===== src/inc/die_temp_pkg.sv =====
// constants shared by the die temperature readout device end and core end
// Behaviour
// core raises access enable to start reading
// active-high reset clears sensor registers anytime; the access enable edge detector register is set high instead
// one conversion lasts 1024 converter clocks
// conversion done pulse is one cycle
// core latches code on done falling edge
// result is 10-bit unsigned code
// throughput near one thousand samples per second
// degrees equal code times 693/1024 minus 265
// conversions repeat while enabled and not reset
// code holds stable across the done pulse
package die_temp_pkg;

  // ==========================================================
  // code format
  localparam int CODE_W = 10;

  // ==========================================================
  // timing
  localparam int CLK_MHZ = 250;
  localparam int CLK_HZ = CLK_MHZ * 1000000;
  localparam int SAMPLE_HZ = 1000;
  localparam int CONV_CYCLES = 1024;
  localparam int CONV_CNT_W = $clog2(CONV_CYCLES);
  // master clocks per converter clock, rounded down so throughput is not below target
  localparam int ADC_DIV = CLK_HZ / (SAMPLE_HZ * CONV_CYCLES);

  // ==========================================================
  // buffering
  localparam int FIFO_DEPTH = 32;

  // ==========================================================
  // transfer function
  localparam int XFER_MUL = 693;
  localparam int XFER_SHIFT = 10;
  localparam int XFER_OFFSET = 265;
  localparam int PROD_W = CODE_W + 10;
  localparam int DEGC_W = 11;

endpackage


===== src/inc/die_temp_if.sv =====
// link between the temperature sensor device end and the core logic end
`timescale 1ns/1ps
interface die_temp_if;
  logic access_en;
  logic sensor_rst;
  logic code_ready;
  logic eoc;
  logic [die_temp_pkg::CODE_W-1:0] tempout;

  modport dev (
    input access_en,
    input sensor_rst,
    input code_ready,
    output eoc,
    output tempout
  );

  modport host (
    output access_en,
    output sensor_rst,
    output code_ready,
    input eoc,
    input tempout
  );
endinterface


===== src/verilog/die_temp_diode_adc.sv =====
// sensor end: converter sequencer, result fifo and done-pulse output stage
`timescale 1ns/1ps

// ============================================================
// synchronous fifo
module die_temp_fifo #(
  parameter int WIDTH = die_temp_pkg::CODE_W,
  parameter int DEPTH = die_temp_pkg::FIFO_DEPTH
) (
  input wire logic mclk_i,
  input wire logic rst_b_i,
  input wire logic clear_i,
  input wire logic in_valid_i,
  output logic in_ready_o,
  input wire logic [WIDTH-1:0] in_data_i,
  output logic out_valid_o,
  input wire logic out_ready_i,
  output logic [WIDTH-1:0] out_data_o
);
  localparam int AW = $clog2(DEPTH);

  logic [WIDTH-1:0] mem [DEPTH];
  logic [AW:0] wr_ptr_r;
  logic [AW:0] rd_ptr_r;
  logic full;
  logic empty;
  logic push;
  logic pop;

  assign full = (wr_ptr_r[AW] != rd_ptr_r[AW]) && (wr_ptr_r[AW-1:0] == rd_ptr_r[AW-1:0]);
  assign empty = (wr_ptr_r == rd_ptr_r);
  assign in_ready_o = !full && !clear_i;
  assign out_valid_o = !empty && !clear_i;
  assign push = in_valid_i && in_ready_o;
  assign pop = out_valid_o && out_ready_i;
  assign out_data_o = mem[rd_ptr_r[AW-1:0]];

  always_ff @(posedge mclk_i) begin
    if (push) begin
      mem[wr_ptr_r[AW-1:0]] <= in_data_i;
    end
  end

  always_ff @(posedge mclk_i or negedge rst_b_i) begin
    if (!rst_b_i) begin
      wr_ptr_r <= '0;
    end else if (clear_i) begin
      wr_ptr_r <= '0;
    end else if (push) begin
      wr_ptr_r <= wr_ptr_r + 1'b1;
    end
  end

  always_ff @(posedge mclk_i or negedge rst_b_i) begin
    if (!rst_b_i) begin
      rd_ptr_r <= '0;
    end else if (clear_i) begin
      rd_ptr_r <= '0;
    end else if (pop) begin
      rd_ptr_r <= rd_ptr_r + 1'b1;
    end
  end
endmodule

// ============================================================
// sensor device end
module die_temp_diode_adc #(
  parameter int ADC_DIV = die_temp_pkg::ADC_DIV,
  parameter int FIFO_DEPTH = die_temp_pkg::FIFO_DEPTH
) (
  input wire logic mclk_i,
  input wire logic rst_b_i,
  die_temp_if.dev link,
  input wire logic [die_temp_pkg::CODE_W-1:0] analog_code_i,
  output logic converting_o,
  output logic code_pending_o
);
  localparam int DIV_W = (ADC_DIV > 1) ? $clog2(ADC_DIV) : 1;
  localparam logic [DIV_W-1:0] DIV_LAST = DIV_W'(ADC_DIV - 1);
  localparam logic [die_temp_pkg::CONV_CNT_W-1:0] CONV_LAST =
    die_temp_pkg::CONV_CNT_W'(die_temp_pkg::CONV_CYCLES - 1);

  typedef enum logic [1:0] {CONV_IDLE, CONV_RUN, CONV_STORE} conv_state_t;
  typedef enum logic [1:0] {OUT_IDLE, OUT_EOC, OUT_HOLD} out_state_t;

  conv_state_t conv_state_r;
  out_state_t out_state_r;
  logic en_prev_r;
  logic [DIV_W-1:0] div_cnt_r;
  logic adc_tick;
  logic [die_temp_pkg::CONV_CNT_W-1:0] conv_cnt_r;
  logic conv_done;
  logic [die_temp_pkg::CODE_W-1:0] result_r;
  logic [die_temp_pkg::CODE_W-1:0] tempout_r;
  logic eoc_r;
  logic start;
  logic soft_rst;
  logic fifo_in_ready;
  logic fifo_out_valid;
  logic fifo_pop;
  logic [die_temp_pkg::CODE_W-1:0] fifo_out_data;

  assign soft_rst = link.sensor_rst;
  assign start = link.access_en && !en_prev_r;
  assign adc_tick = (conv_state_r == CONV_RUN) && (div_cnt_r == DIV_LAST);
  assign conv_done = adc_tick && (conv_cnt_r == CONV_LAST);
  assign fifo_pop = fifo_out_valid && link.code_ready && (out_state_r == OUT_IDLE);

  // ==========================================================
  // access enable edge detect
  always_ff @(posedge mclk_i or negedge rst_b_i) begin
    if (!rst_b_i) begin
      en_prev_r <= 1'b0;
    end else if (soft_rst) begin
      en_prev_r <= 1'b1;
    end else begin
      en_prev_r <= link.access_en;
    end
  end

  // ==========================================================
  // conversion sequencer
  always_ff @(posedge mclk_i or negedge rst_b_i) begin
    if (!rst_b_i) begin
      conv_state_r <= CONV_IDLE;
    end else if (soft_rst) begin
      conv_state_r <= CONV_IDLE;
    end else begin
      case (conv_state_r)
        CONV_IDLE: begin
          if (start) begin
            conv_state_r <= CONV_RUN;
          end
        end
        CONV_RUN: begin
          if (!link.access_en) begin
            conv_state_r <= CONV_IDLE;
          end else if (conv_done) begin
            conv_state_r <= CONV_STORE;
          end
        end
        CONV_STORE: begin
          if (!link.access_en) begin
            conv_state_r <= CONV_IDLE;
          end else if (fifo_in_ready) begin
            conv_state_r <= CONV_RUN;
          end
        end
        default: begin
          conv_state_r <= CONV_IDLE;
        end
      endcase
    end
  end

  // converter clock enable divider
  always_ff @(posedge mclk_i or negedge rst_b_i) begin
    if (!rst_b_i) begin
      div_cnt_r <= '0;
    end else if (soft_rst || conv_state_r != CONV_RUN || adc_tick) begin
      div_cnt_r <= '0;
    end else begin
      div_cnt_r <= div_cnt_r + 1'b1;
    end
  end

  // converter clocks per conversion
  always_ff @(posedge mclk_i or negedge rst_b_i) begin
    if (!rst_b_i) begin
      conv_cnt_r <= '0;
    end else if (soft_rst || conv_state_r != CONV_RUN) begin
      conv_cnt_r <= '0;
    end else if (adc_tick) begin
      conv_cnt_r <= conv_cnt_r + 1'b1;
    end
  end

  // result sampled at the final converter clock
  always_ff @(posedge mclk_i or negedge rst_b_i) begin
    if (!rst_b_i) begin
      result_r <= '0;
    end else if (soft_rst) begin
      result_r <= '0;
    end else if (conv_done) begin
      result_r <= analog_code_i;
    end
  end

  // ==========================================================
  // result buffer
  die_temp_fifo #(
    .WIDTH(die_temp_pkg::CODE_W),
    .DEPTH(FIFO_DEPTH)
  ) die_temp_fifo_i (
    .mclk_i(mclk_i),
    .rst_b_i(rst_b_i),
    .clear_i(soft_rst),
    .in_valid_i(conv_state_r == CONV_STORE && link.access_en),
    .in_ready_o(fifo_in_ready),
    .in_data_i(result_r),
    .out_valid_o(fifo_out_valid),
    .out_ready_i(fifo_pop),
    .out_data_o(fifo_out_data)
  );

  // ==========================================================
  // done pulse output stage
  always_ff @(posedge mclk_i or negedge rst_b_i) begin
    if (!rst_b_i) begin
      out_state_r <= OUT_IDLE;
    end else if (soft_rst) begin
      out_state_r <= OUT_IDLE;
    end else begin
      case (out_state_r)
        OUT_IDLE: begin
          if (fifo_pop) begin
            out_state_r <= OUT_EOC;
          end
        end
        OUT_EOC: begin
          out_state_r <= OUT_HOLD;
        end
        OUT_HOLD: begin
          out_state_r <= OUT_IDLE;
        end
        default: begin
          out_state_r <= OUT_IDLE;
        end
      endcase
    end
  end

  always_ff @(posedge mclk_i or negedge rst_b_i) begin
    if (!rst_b_i) begin
      eoc_r <= 1'b0;
    end else if (soft_rst) begin
      eoc_r <= 1'b0;
    end else begin
      eoc_r <= fifo_pop;
    end
  end

  // code changes only when a new pulse is launched or a sensor reset clears it
  always_ff @(posedge mclk_i or negedge rst_b_i) begin
    if (!rst_b_i) begin
      tempout_r <= '0;
    end else if (soft_rst) begin
      tempout_r <= '0;
    end else if (fifo_pop) begin
      tempout_r <= fifo_out_data;
    end
  end

  assign link.eoc = eoc_r;
  assign link.tempout = tempout_r;
  assign converting_o = (conv_state_r != CONV_IDLE);
  assign code_pending_o = fifo_out_valid;
endmodule


===== src/flat_wrapper.sv =====
// flat-port wrapper written by rule: the top's interface ports become plain ports
module die_temp_diode_adc_flat 
#(
  parameter int ADC_DIV = die_temp_pkg::ADC_DIV,
  parameter int FIFO_DEPTH = die_temp_pkg::FIFO_DEPTH
)
  (mclk_i, rst_b_i, analog_code_i, converting_o, code_pending_o, link_access_en, link_sensor_rst, link_code_ready, link_eoc, link_tempout);
  die_temp_if link_i ();
  input wire logic mclk_i;
  input wire logic rst_b_i;
  input wire logic [die_temp_pkg::CODE_W-1:0] analog_code_i;
  output logic converting_o;
  output logic code_pending_o;
  input wire logic [$bits(link_i.access_en)-1:0] link_access_en;
  input wire logic [$bits(link_i.sensor_rst)-1:0] link_sensor_rst;
  input wire logic [$bits(link_i.code_ready)-1:0] link_code_ready;
  output wire logic [$bits(link_i.eoc)-1:0] link_eoc;
  output wire logic [$bits(link_i.tempout)-1:0] link_tempout;
  assign link_i.access_en = link_access_en;
  assign link_i.sensor_rst = link_sensor_rst;
  assign link_i.code_ready = link_code_ready;
  assign link_eoc = link_i.eoc;
  assign link_tempout = link_i.tempout;
  die_temp_diode_adc #(.ADC_DIV(ADC_DIV), .FIFO_DEPTH(FIFO_DEPTH)) u_core (.mclk_i(mclk_i), .rst_b_i(rst_b_i), .link(link_i), .analog_code_i(analog_code_i), .converting_o(converting_o), .code_pending_o(code_pending_o));
endmodule

===== config.mk =====
export PLATFORM = sky130hd
export DESIGN_NAME = die_temp_diode_adc_flat
export DESIGN_NICKNAME = d
export VERILOG_FILES = /design/src/inc/die_temp_pkg.sv /design/src/inc/die_temp_if.sv /design/src/verilog/die_temp_diode_adc.sv /design/src/flat_wrapper.sv
export SDC_FILE = /design/constraint.sdc
export NUM_CORES = 1
export LEC_CHECK = 0
export BUFFER_PORTS_ARGS = -buffer_cell sky130_fd_sc_hd__buf_2
export CAP_MARGIN = 20
export CORE_ASPECT_RATIO = 1.1
export CORE_MARGIN = 5
export CORE_UTILIZATION = 62
export DETAILED_ROUTE_END_ITERATION = 6
export GPL_ROUTABILITY_DRIVEN = 1
export GPL_TIMING_DRIVEN = 1
export HOLD_SLACK_MARGIN = 0.06
export PLACE_DENSITY = 0.79
export SYNTH_ARGS = -nofsm -noshare
export SYNTH_HDL_FRONTEND = slang
export SYNTH_SLANG_ARGS = --single-unit

===== constraint.sdc =====
create_clock -name mclk_i -period 3.7 [get_ports mclk_i]
set_input_delay 0 -clock mclk_i [delete_from_list [all_inputs] [get_ports mclk_i]]
set_output_delay 0 -clock mclk_i [all_outputs]
set_load 0.01 [all_outputs]

Word level (Yosys, flattened, before mapping)
Memory sizes are Yosys's and may differ from the RTL's.
Cells that the tools add are included.
{"block": "op_classes", "addsub": 4, "eq_ne": 13, "n_mux": 25, "n_reduce_logical": 26}
{"operator": "10-bit 2-to-1 mux", "n": 6}
{"operator": "6-bit 2-to-1 mux", "n": 4}
{"operator": "2-bit 2-to-1 mux", "n": 8}
{"operator": "6-bit by 1-bit adder with 6-bit output (second input constant)", "n": 2}
{"operator": "2-bit nonzero test", "n": 6}
{"operator": "1-bit logical AND", "n": 11}
{"operator": "10-bit by 1-bit adder with 10-bit output (second input constant)", "n": 1}
{"operator": "10-bit equality test (second input constant)", "n": 1}
{"operator": "8-bit by 1-bit adder with 8-bit output (second input constant)", "n": 1}
{"operator": "8-bit equality test (second input constant)", "n": 1}
{"operator": "8-bit 2-to-1 mux", "n": 1}
{"operator": "6-bit equality test", "n": 1}
{"operator": "2-bit one-hot mux with 3 select lines", "n": 1}
{"operator": "5-bit equality test", "n": 1}
{"operator": "2-bit by 1-bit equality test with 1-bit output (second input constant)", "n": 2}
{"operator": "1-bit zero test", "n": 4}
{"operator": "2-bit zero test", "n": 2}
{"operator": "1-bit 2-to-1 mux", "n": 4}
{"operator": "4-bit by 3-bit inequality test with 1-bit output (second input constant)", "n": 1}
{"operator": "4-bit inequality test (second input constant)", "n": 1}
{"operator": "2-bit one-hot mux with 2 select lines", "n": 1}
{"operator": "3-bit by 2-bit inequality test with 1-bit output (second input constant)", "n": 1}
{"operator": "3-bit inequality test (second input constant)", "n": 1}
{"operator": "3-bit AND reduction", "n": 1}
{"operator": "other kinds (4)", "n": 5}
{"block": "totals", "reg_bits": 56, "ram_bits": 320, "input_bits": 15, "out_inout_bits": 13, "wordCells": 79, "mem_count": 1}
{"name": "u_core.die_temp_fifo_i.mem", "words": 32, "width": 10, "read_ports": 1, "rd_clocked_by_memory_dff": 0, "wr": 1, "line": "die_temp_diode_adc.sv:22", "text": "logic [WIDTH-1:0] mem [DEPTH];"}

Longest topological paths before layout
{"block": "logic_depth", "ltp_word": 8, "depth_mapped": 9, "mapped_depth_nobuf": 6}

Modules after synthesis
From an unflattened synthesis, not the netlist that was laid out.
{"block": "hier_totals", "hier_cells": 1021, "hier_area_um2": 15511.1}
{"module": "die_temp_fifo", "n_inst": 1, "cells_per_inst": 813, "area_each_um2": 13419.1, "seq_area_each_um2": 9909.5}
{"module": "die_temp_diode_adc", "n_inst": 1, "cells_per_inst": 208, "area_each_um2": 2092.0, "seq_area_each_um2": 1101.1}

Worst setup path before layout
OpenSTA, ideal clock, no wires.
{"block": "synth_timing", "kind": "register to register", "start": "register u_core.die_temp_fifo_i.rd_ptr_r[0]", "end": "memory u_core.die_temp_fifo_i.mem[29][0] in the netlist's numbering, enable pin", "setup_ns": 0.376, "t_arrival_ns": 1.979, "t_required_ns": 3.324, "slack_ns": 1.345, "path_stages_with_launch": 8, "path_buffers": 2, "period_less_slack_ns": 2.355, "cell_sequence": "dfrtp_1 > buf_6 > xnor2_1 > nand3_2 > o211ai_2 > or3b_1 > buf_2 > nor2_1"}
{"block": "synth_between", "elab_chain_cells": 7}
{"item": "start: declaration", "line": "die_temp_diode_adc.sv:24", "text": "logic [AW:0] rd_ptr_r;"}
{"item": "start signal: assignment", "line": "die_temp_diode_adc.sv:60", "text": "rd_ptr_r <= rd_ptr_r + 1'b1;"}
{"item": "5-bit equality test", "line": "die_temp_diode_adc.sv:30", "text": "assign full = (wr_ptr_r[AW] != rd_ptr_r[AW]) && (wr_ptr_r[AW-1:0] == rd_ptr_r[AW-1:0]);"}
{"item": "1-bit logical AND", "line": "die_temp_diode_adc.sv:30"}
{"item": "1-bit zero test", "line": "die_temp_diode_adc.sv:32", "text": "assign in_ready_o = !full && !clear_i;"}
{"item": "1-bit logical AND", "line": "die_temp_diode_adc.sv:32"}
{"item": "1-bit logical AND", "line": "die_temp_diode_adc.sv:34", "text": "assign push = in_valid_i && in_ready_o;"}
{"item": "1-bit 2-to-1 mux", "line": "die_temp_diode_adc.sv:39", "text": "if (push) begin"}
{"item": "1-bit 2-to-1 mux (implied by the code)", "line": "die_temp_diode_adc.sv:40", "text": "mem[wr_ptr_r[AW-1:0]] <= in_data_i;"}
{"item": "end: declaration", "line": "die_temp_diode_adc.sv:22"}
Every way passes these cells.

Worst setup path in the final report
{"block": "layout_timing", "start": "register u_core.die_temp_fifo_i.rd_ptr_r[1]", "end": "register u_core.tempout_r, in the netlist u_core.link.tempout[4]"}
{"block": "layout_between", "elab_chain_cells": 6, "elab_cells_between_ends": 9, "cone_classes": "eq/ne: 1; mux: 2; reduce/logical: 5; memory: 1"}
{"item": "branches (longest 6 deep; another with memory read 32 x 10 bit)"}
{"item": "end signal: assignment", "line": "die_temp_diode_adc.sv:250", "text": "tempout_r <= fifo_out_data;"}
{"item": "end: declaration", "line": "die_temp_diode_adc.sv:94", "text": "logic [die_temp_pkg::CODE_W-1:0] tempout_r;"}
Several ways; the timed one is not identified. The select of a mux whose other input is x is not followed.
A chain may end at the register's enable or synchronous reset.

==> results.toml <==
[outcome]
status = "complete, no violations"

[setup_path]
rr_endpoint = "u_core.link.tempout[4]$_DFFE_PN0P_"
crit_arrival_ns = 3.33
worstSetupStartpoint = "u_core.die_temp_fifo_i.rd_ptr_r[1]$_DFFE_PN0P_"
start_kind = "register"
regToRegStartpoint = "u_core.die_temp_fifo_i.rd_ptr_r[1]$_DFFE_PN0P_"
crit_fanout = 57
rr_worst_depth = 6
required_ns = 4.15
endpoint_kind = "register"
crit_type = "reg -> reg"
critical_path.endpoint = "u_core.link.tempout[4]$_DFFE_PN0P_"
rrSetupSlack_ns = 0.82

[sta]
holdWs_ns = 0.216
finClkSkew_ns = 0.0299
layout_setup_ws_ns = 0.819
fmax_ghz = 0.347
min_period_over_period = 0.779
worst_pin_slew_ns = 1.07
rsz0062_at_grt = "no"
fin_tns_setup_ns = 0
setup_viol = 0
hold_violations = 0
slew-limit-headroom = 0.287
finalCriticalPeriod_ns = 2.88
slew_viol_final = 0

[power_and_ir_drop]
cellLeakagePower_uw = 0.00616
p_int_uw = 6820
seq_power_share = 0.544
sw_frac_of_total = 0.184
peakVddDrop_v = 0.000356
finalPower_uw = 8360
power_density_nw_per_um2 = 488
clkPwrFrac = 0.447
switching_power_uw = 1540
p_comb_frac = 0.009

[finish]
layout_common_cells = "edfxtp_1 (320), mux2i_1 (82), nor2_1 (59)"
nets = 987
drive_above_1_share = 0.197
antenna_cells = 0
finish.utilization = 0.704
area_delta_synth_final_pct = 12.8
fillers = 1484
seq_area_um2 = 11000
multi_input_area_um2 = 3850
final_common_cell = "edfxtp_1"

[grt]
grt_pass1_wl_um = 49700
grtUsageTotal = 0.234
overflow = 0
grt_pass1_vias = 8380
grt_start_max_net_pins = 116
antenna_found_initial = 0

[clock_network]
htree_levels = 2
clock_tree.buffer_depth = 3
cts.clk_slew.worst_paths_ns = 0.06
clkLatencyLatePin_ns = 0.52
cts_root_buffer = "clkbuf_16"
cts.sinks = 376
cts_tree = "yes"
cts_made_buffers = 36

[drt]
ant_nets = 0
drc = 0
wl_per_cell_um = 24.9
vias = 8356
vias_per_cell = 6.42
wirelength_um = 32500
first_iter_violations = 881
firstDrtPassIters = 6

[floorplanning]
coreArea_um2 = 24300
dieWidth_um = 159
num_io_pins = 28
die_y_um = 174
start_util = 0.624
num_rows = 60
die_area_um2 = 27700

[synth]
synth_largest_area_cell = "edfxtp_1"
synth_top_cells_by_area = "edfxtp_1 (63%), dfrtp_1 (9.2%), mux2i_1 (5.4%)"
yosys_register_bits = 376
synth_edf_count = 320
yosysWarnings = 0
synth_ff_type = "edfxtp_1"
syn-num-nets = 912
avgSynthCellArea_um2 = 17.1
syn_inst = 890
yosysUniqueCellTypes = 58
netlist_area_um2 = 15200
async_flop_share = 0.149
synth_top_cell_area_share = 0.633
seq_area_frac_synth = 0.725

[placed_design]
numPortBuffers = 27
dp_hpwl_um = 19900
dp_slack_ns = 0.979
place.gp.congestion = 0.864

[worst_hold_path]
hp-class = "in -> async"

[run]
max_cap_viol_count = 0
area by class of cell:
| type | instances | area share |
|---|---|---|
| repair buffers | 87 | 0.0370 |
| well taps | 310 | 0.0227 |
| clock inverters | 11 | 0.00950 |
| multi-input cells | 458 | 0.225 |
| clock buffers | 54 | 0.0613 |
| flip-flops and latches | 376 | 0.643 |
| inverters | 6 | 0.00132 |
how the worst min path moves through the flow:
stage,slack [ns],end,cells after the start,from
global placement,0.18,u_core.result_r[5]$_DFFE_PN0P_,2,rst_b_i
global route,0.24,u_core.result_r[9]$_DFFE_PN0P_,3,analog_code_i[9]
finish,0.22,u_core.result_r[1]$_DFFE_PN0P_,3,rst_b_i
detailed placement,0.19,u_core.result_r[9]$_DFFE_PN0P_,2,rst_b_i
CTS,0.19,u_core.die_temp_fifo_i.rd_ptr_r[5]$_DFFE_PN0P_,3,rst_b_i
floorplan,-0.30,u_core.conv_cnt_r[0]$_DFFE_PN0N_,0,rst_b_i
per-stage QoR:
stage,cell area [um^2],std cells
CTS,17100,1300
floorplan,15200,890
global placement,15800,1221
finish,17100,1302
global route,17100,1302
detailed placement,15800,1221
flip-flops by register name, indices dropped and copies added (netlist names):
| name | flops |
|---|---|
| u_core.die_temp_fifo_i.wr_ptr_r | 6 |
| u_core.conv_cnt_r | 10 |
| u_core.die_temp_fifo_i.rd_ptr_r | 6 |
| u_core.en_prev_r | 1 |
| u_core.out_state_r | 2 |
| u_core.div_cnt_r | 8 |
| u_core.link.eoc | 1 |
| u_core.link.tempout | 10 |
| u_core.result_r | 10 |
| u_core.conv_state_r | 2 |
| u_core.die_temp_fifo_i.mem | 320 |
synthesized netlist by cell type, drive strengths merged, types with 3 or more instances:
| cell type | number |
|---|---|
| nor3 | 22 |
| o21ai | 8 |
| a22oi | 10 |
| xnor2 | 11 |
| mux2i | 82 |
| nor3b | 4 |
| mux4 | 30 |
| or2 | 3 |
| a21oi | 4 |
| a22o | 22 |
| nand4 | 12 |
| nand3 | 12 |
| nor2b | 7 |
| or3b | 4 |
| nor4 | 11 |
| dfrtp | 56 |
| and4 | 3 |
| or3 | 3 |
| xor2 | 11 |
| nand3b | 4 |
| nand2b | 7 |
| nand2 | 32 |
| ha | 7 |
| inv | 6 |
| edfxtp | 320 |
| mux2 | 32 |
| nor2 | 59 |
| o22ai | 40 |
| clkbuf | 19 |
| buf | 31 |
timing repair:
item / CTS / global route
endpoints found under the hold margin: 80 / 0
buffers inserted: 0 / 0
gates resized for setup: 0 / 0
hold buffers: 14 / 0
layer usage:
| layer | GRT usage | part of all wire | wire length [um] | up-vias |
|---|---|---|---|---|
| met5 | 0 | 0 | 0 | - |
| met4 | 0.0715 | 0.027 | 891 | 0 |
| met3 | 0.0432 | 0.089 | 2890 | 69 |
| met2 | 0.378 | 0.49 | 16000 | 446 |
| met1 | 0.330 | 0.39 | 12700 | 4192 |
| li1 | - | - | - | 3649 |
power groups by stage:
| stage | logic, uW | registers, uW | clock network (uW) |
|---|---|---|---|
| after global routing | 84.9 | 4540 | 3970 |
| after CTS | 75.7 | 4550 | 3770 |
| after global placement | 63.6 | 4630 | 0 |
| after detailed placement | 64.3 | 4630 | 0 |
| after floorplan | 34.1 | 4630 | 0 |
| final | 76.7 | 4550 | 3730 |
worst max-delay path, stage by stage (launching register included):
cell      delay, ns
dfrtp_2        0.36
buf_4          0.61
nand2b_1       0.72
o22ai_1        0.47
nor4_1         0.13
nor3_1         0.35
a22o_1         0.19
cells by family after synthesis:
family	count (synthesis)	share of synthesized area
flip-flops	376	0.725
XOR/XNOR	22	0.0127
buffers and inverters	56	0.0213
multiplexers	144	0.124
AO/OA/AOI/OAI	95	0.0454
AND/OR/NAND/NOR	190	0.0655
adder cells (fa/ha/maj)	7	0.00577
No activity file was read; power rests on OpenSTA's default activity.
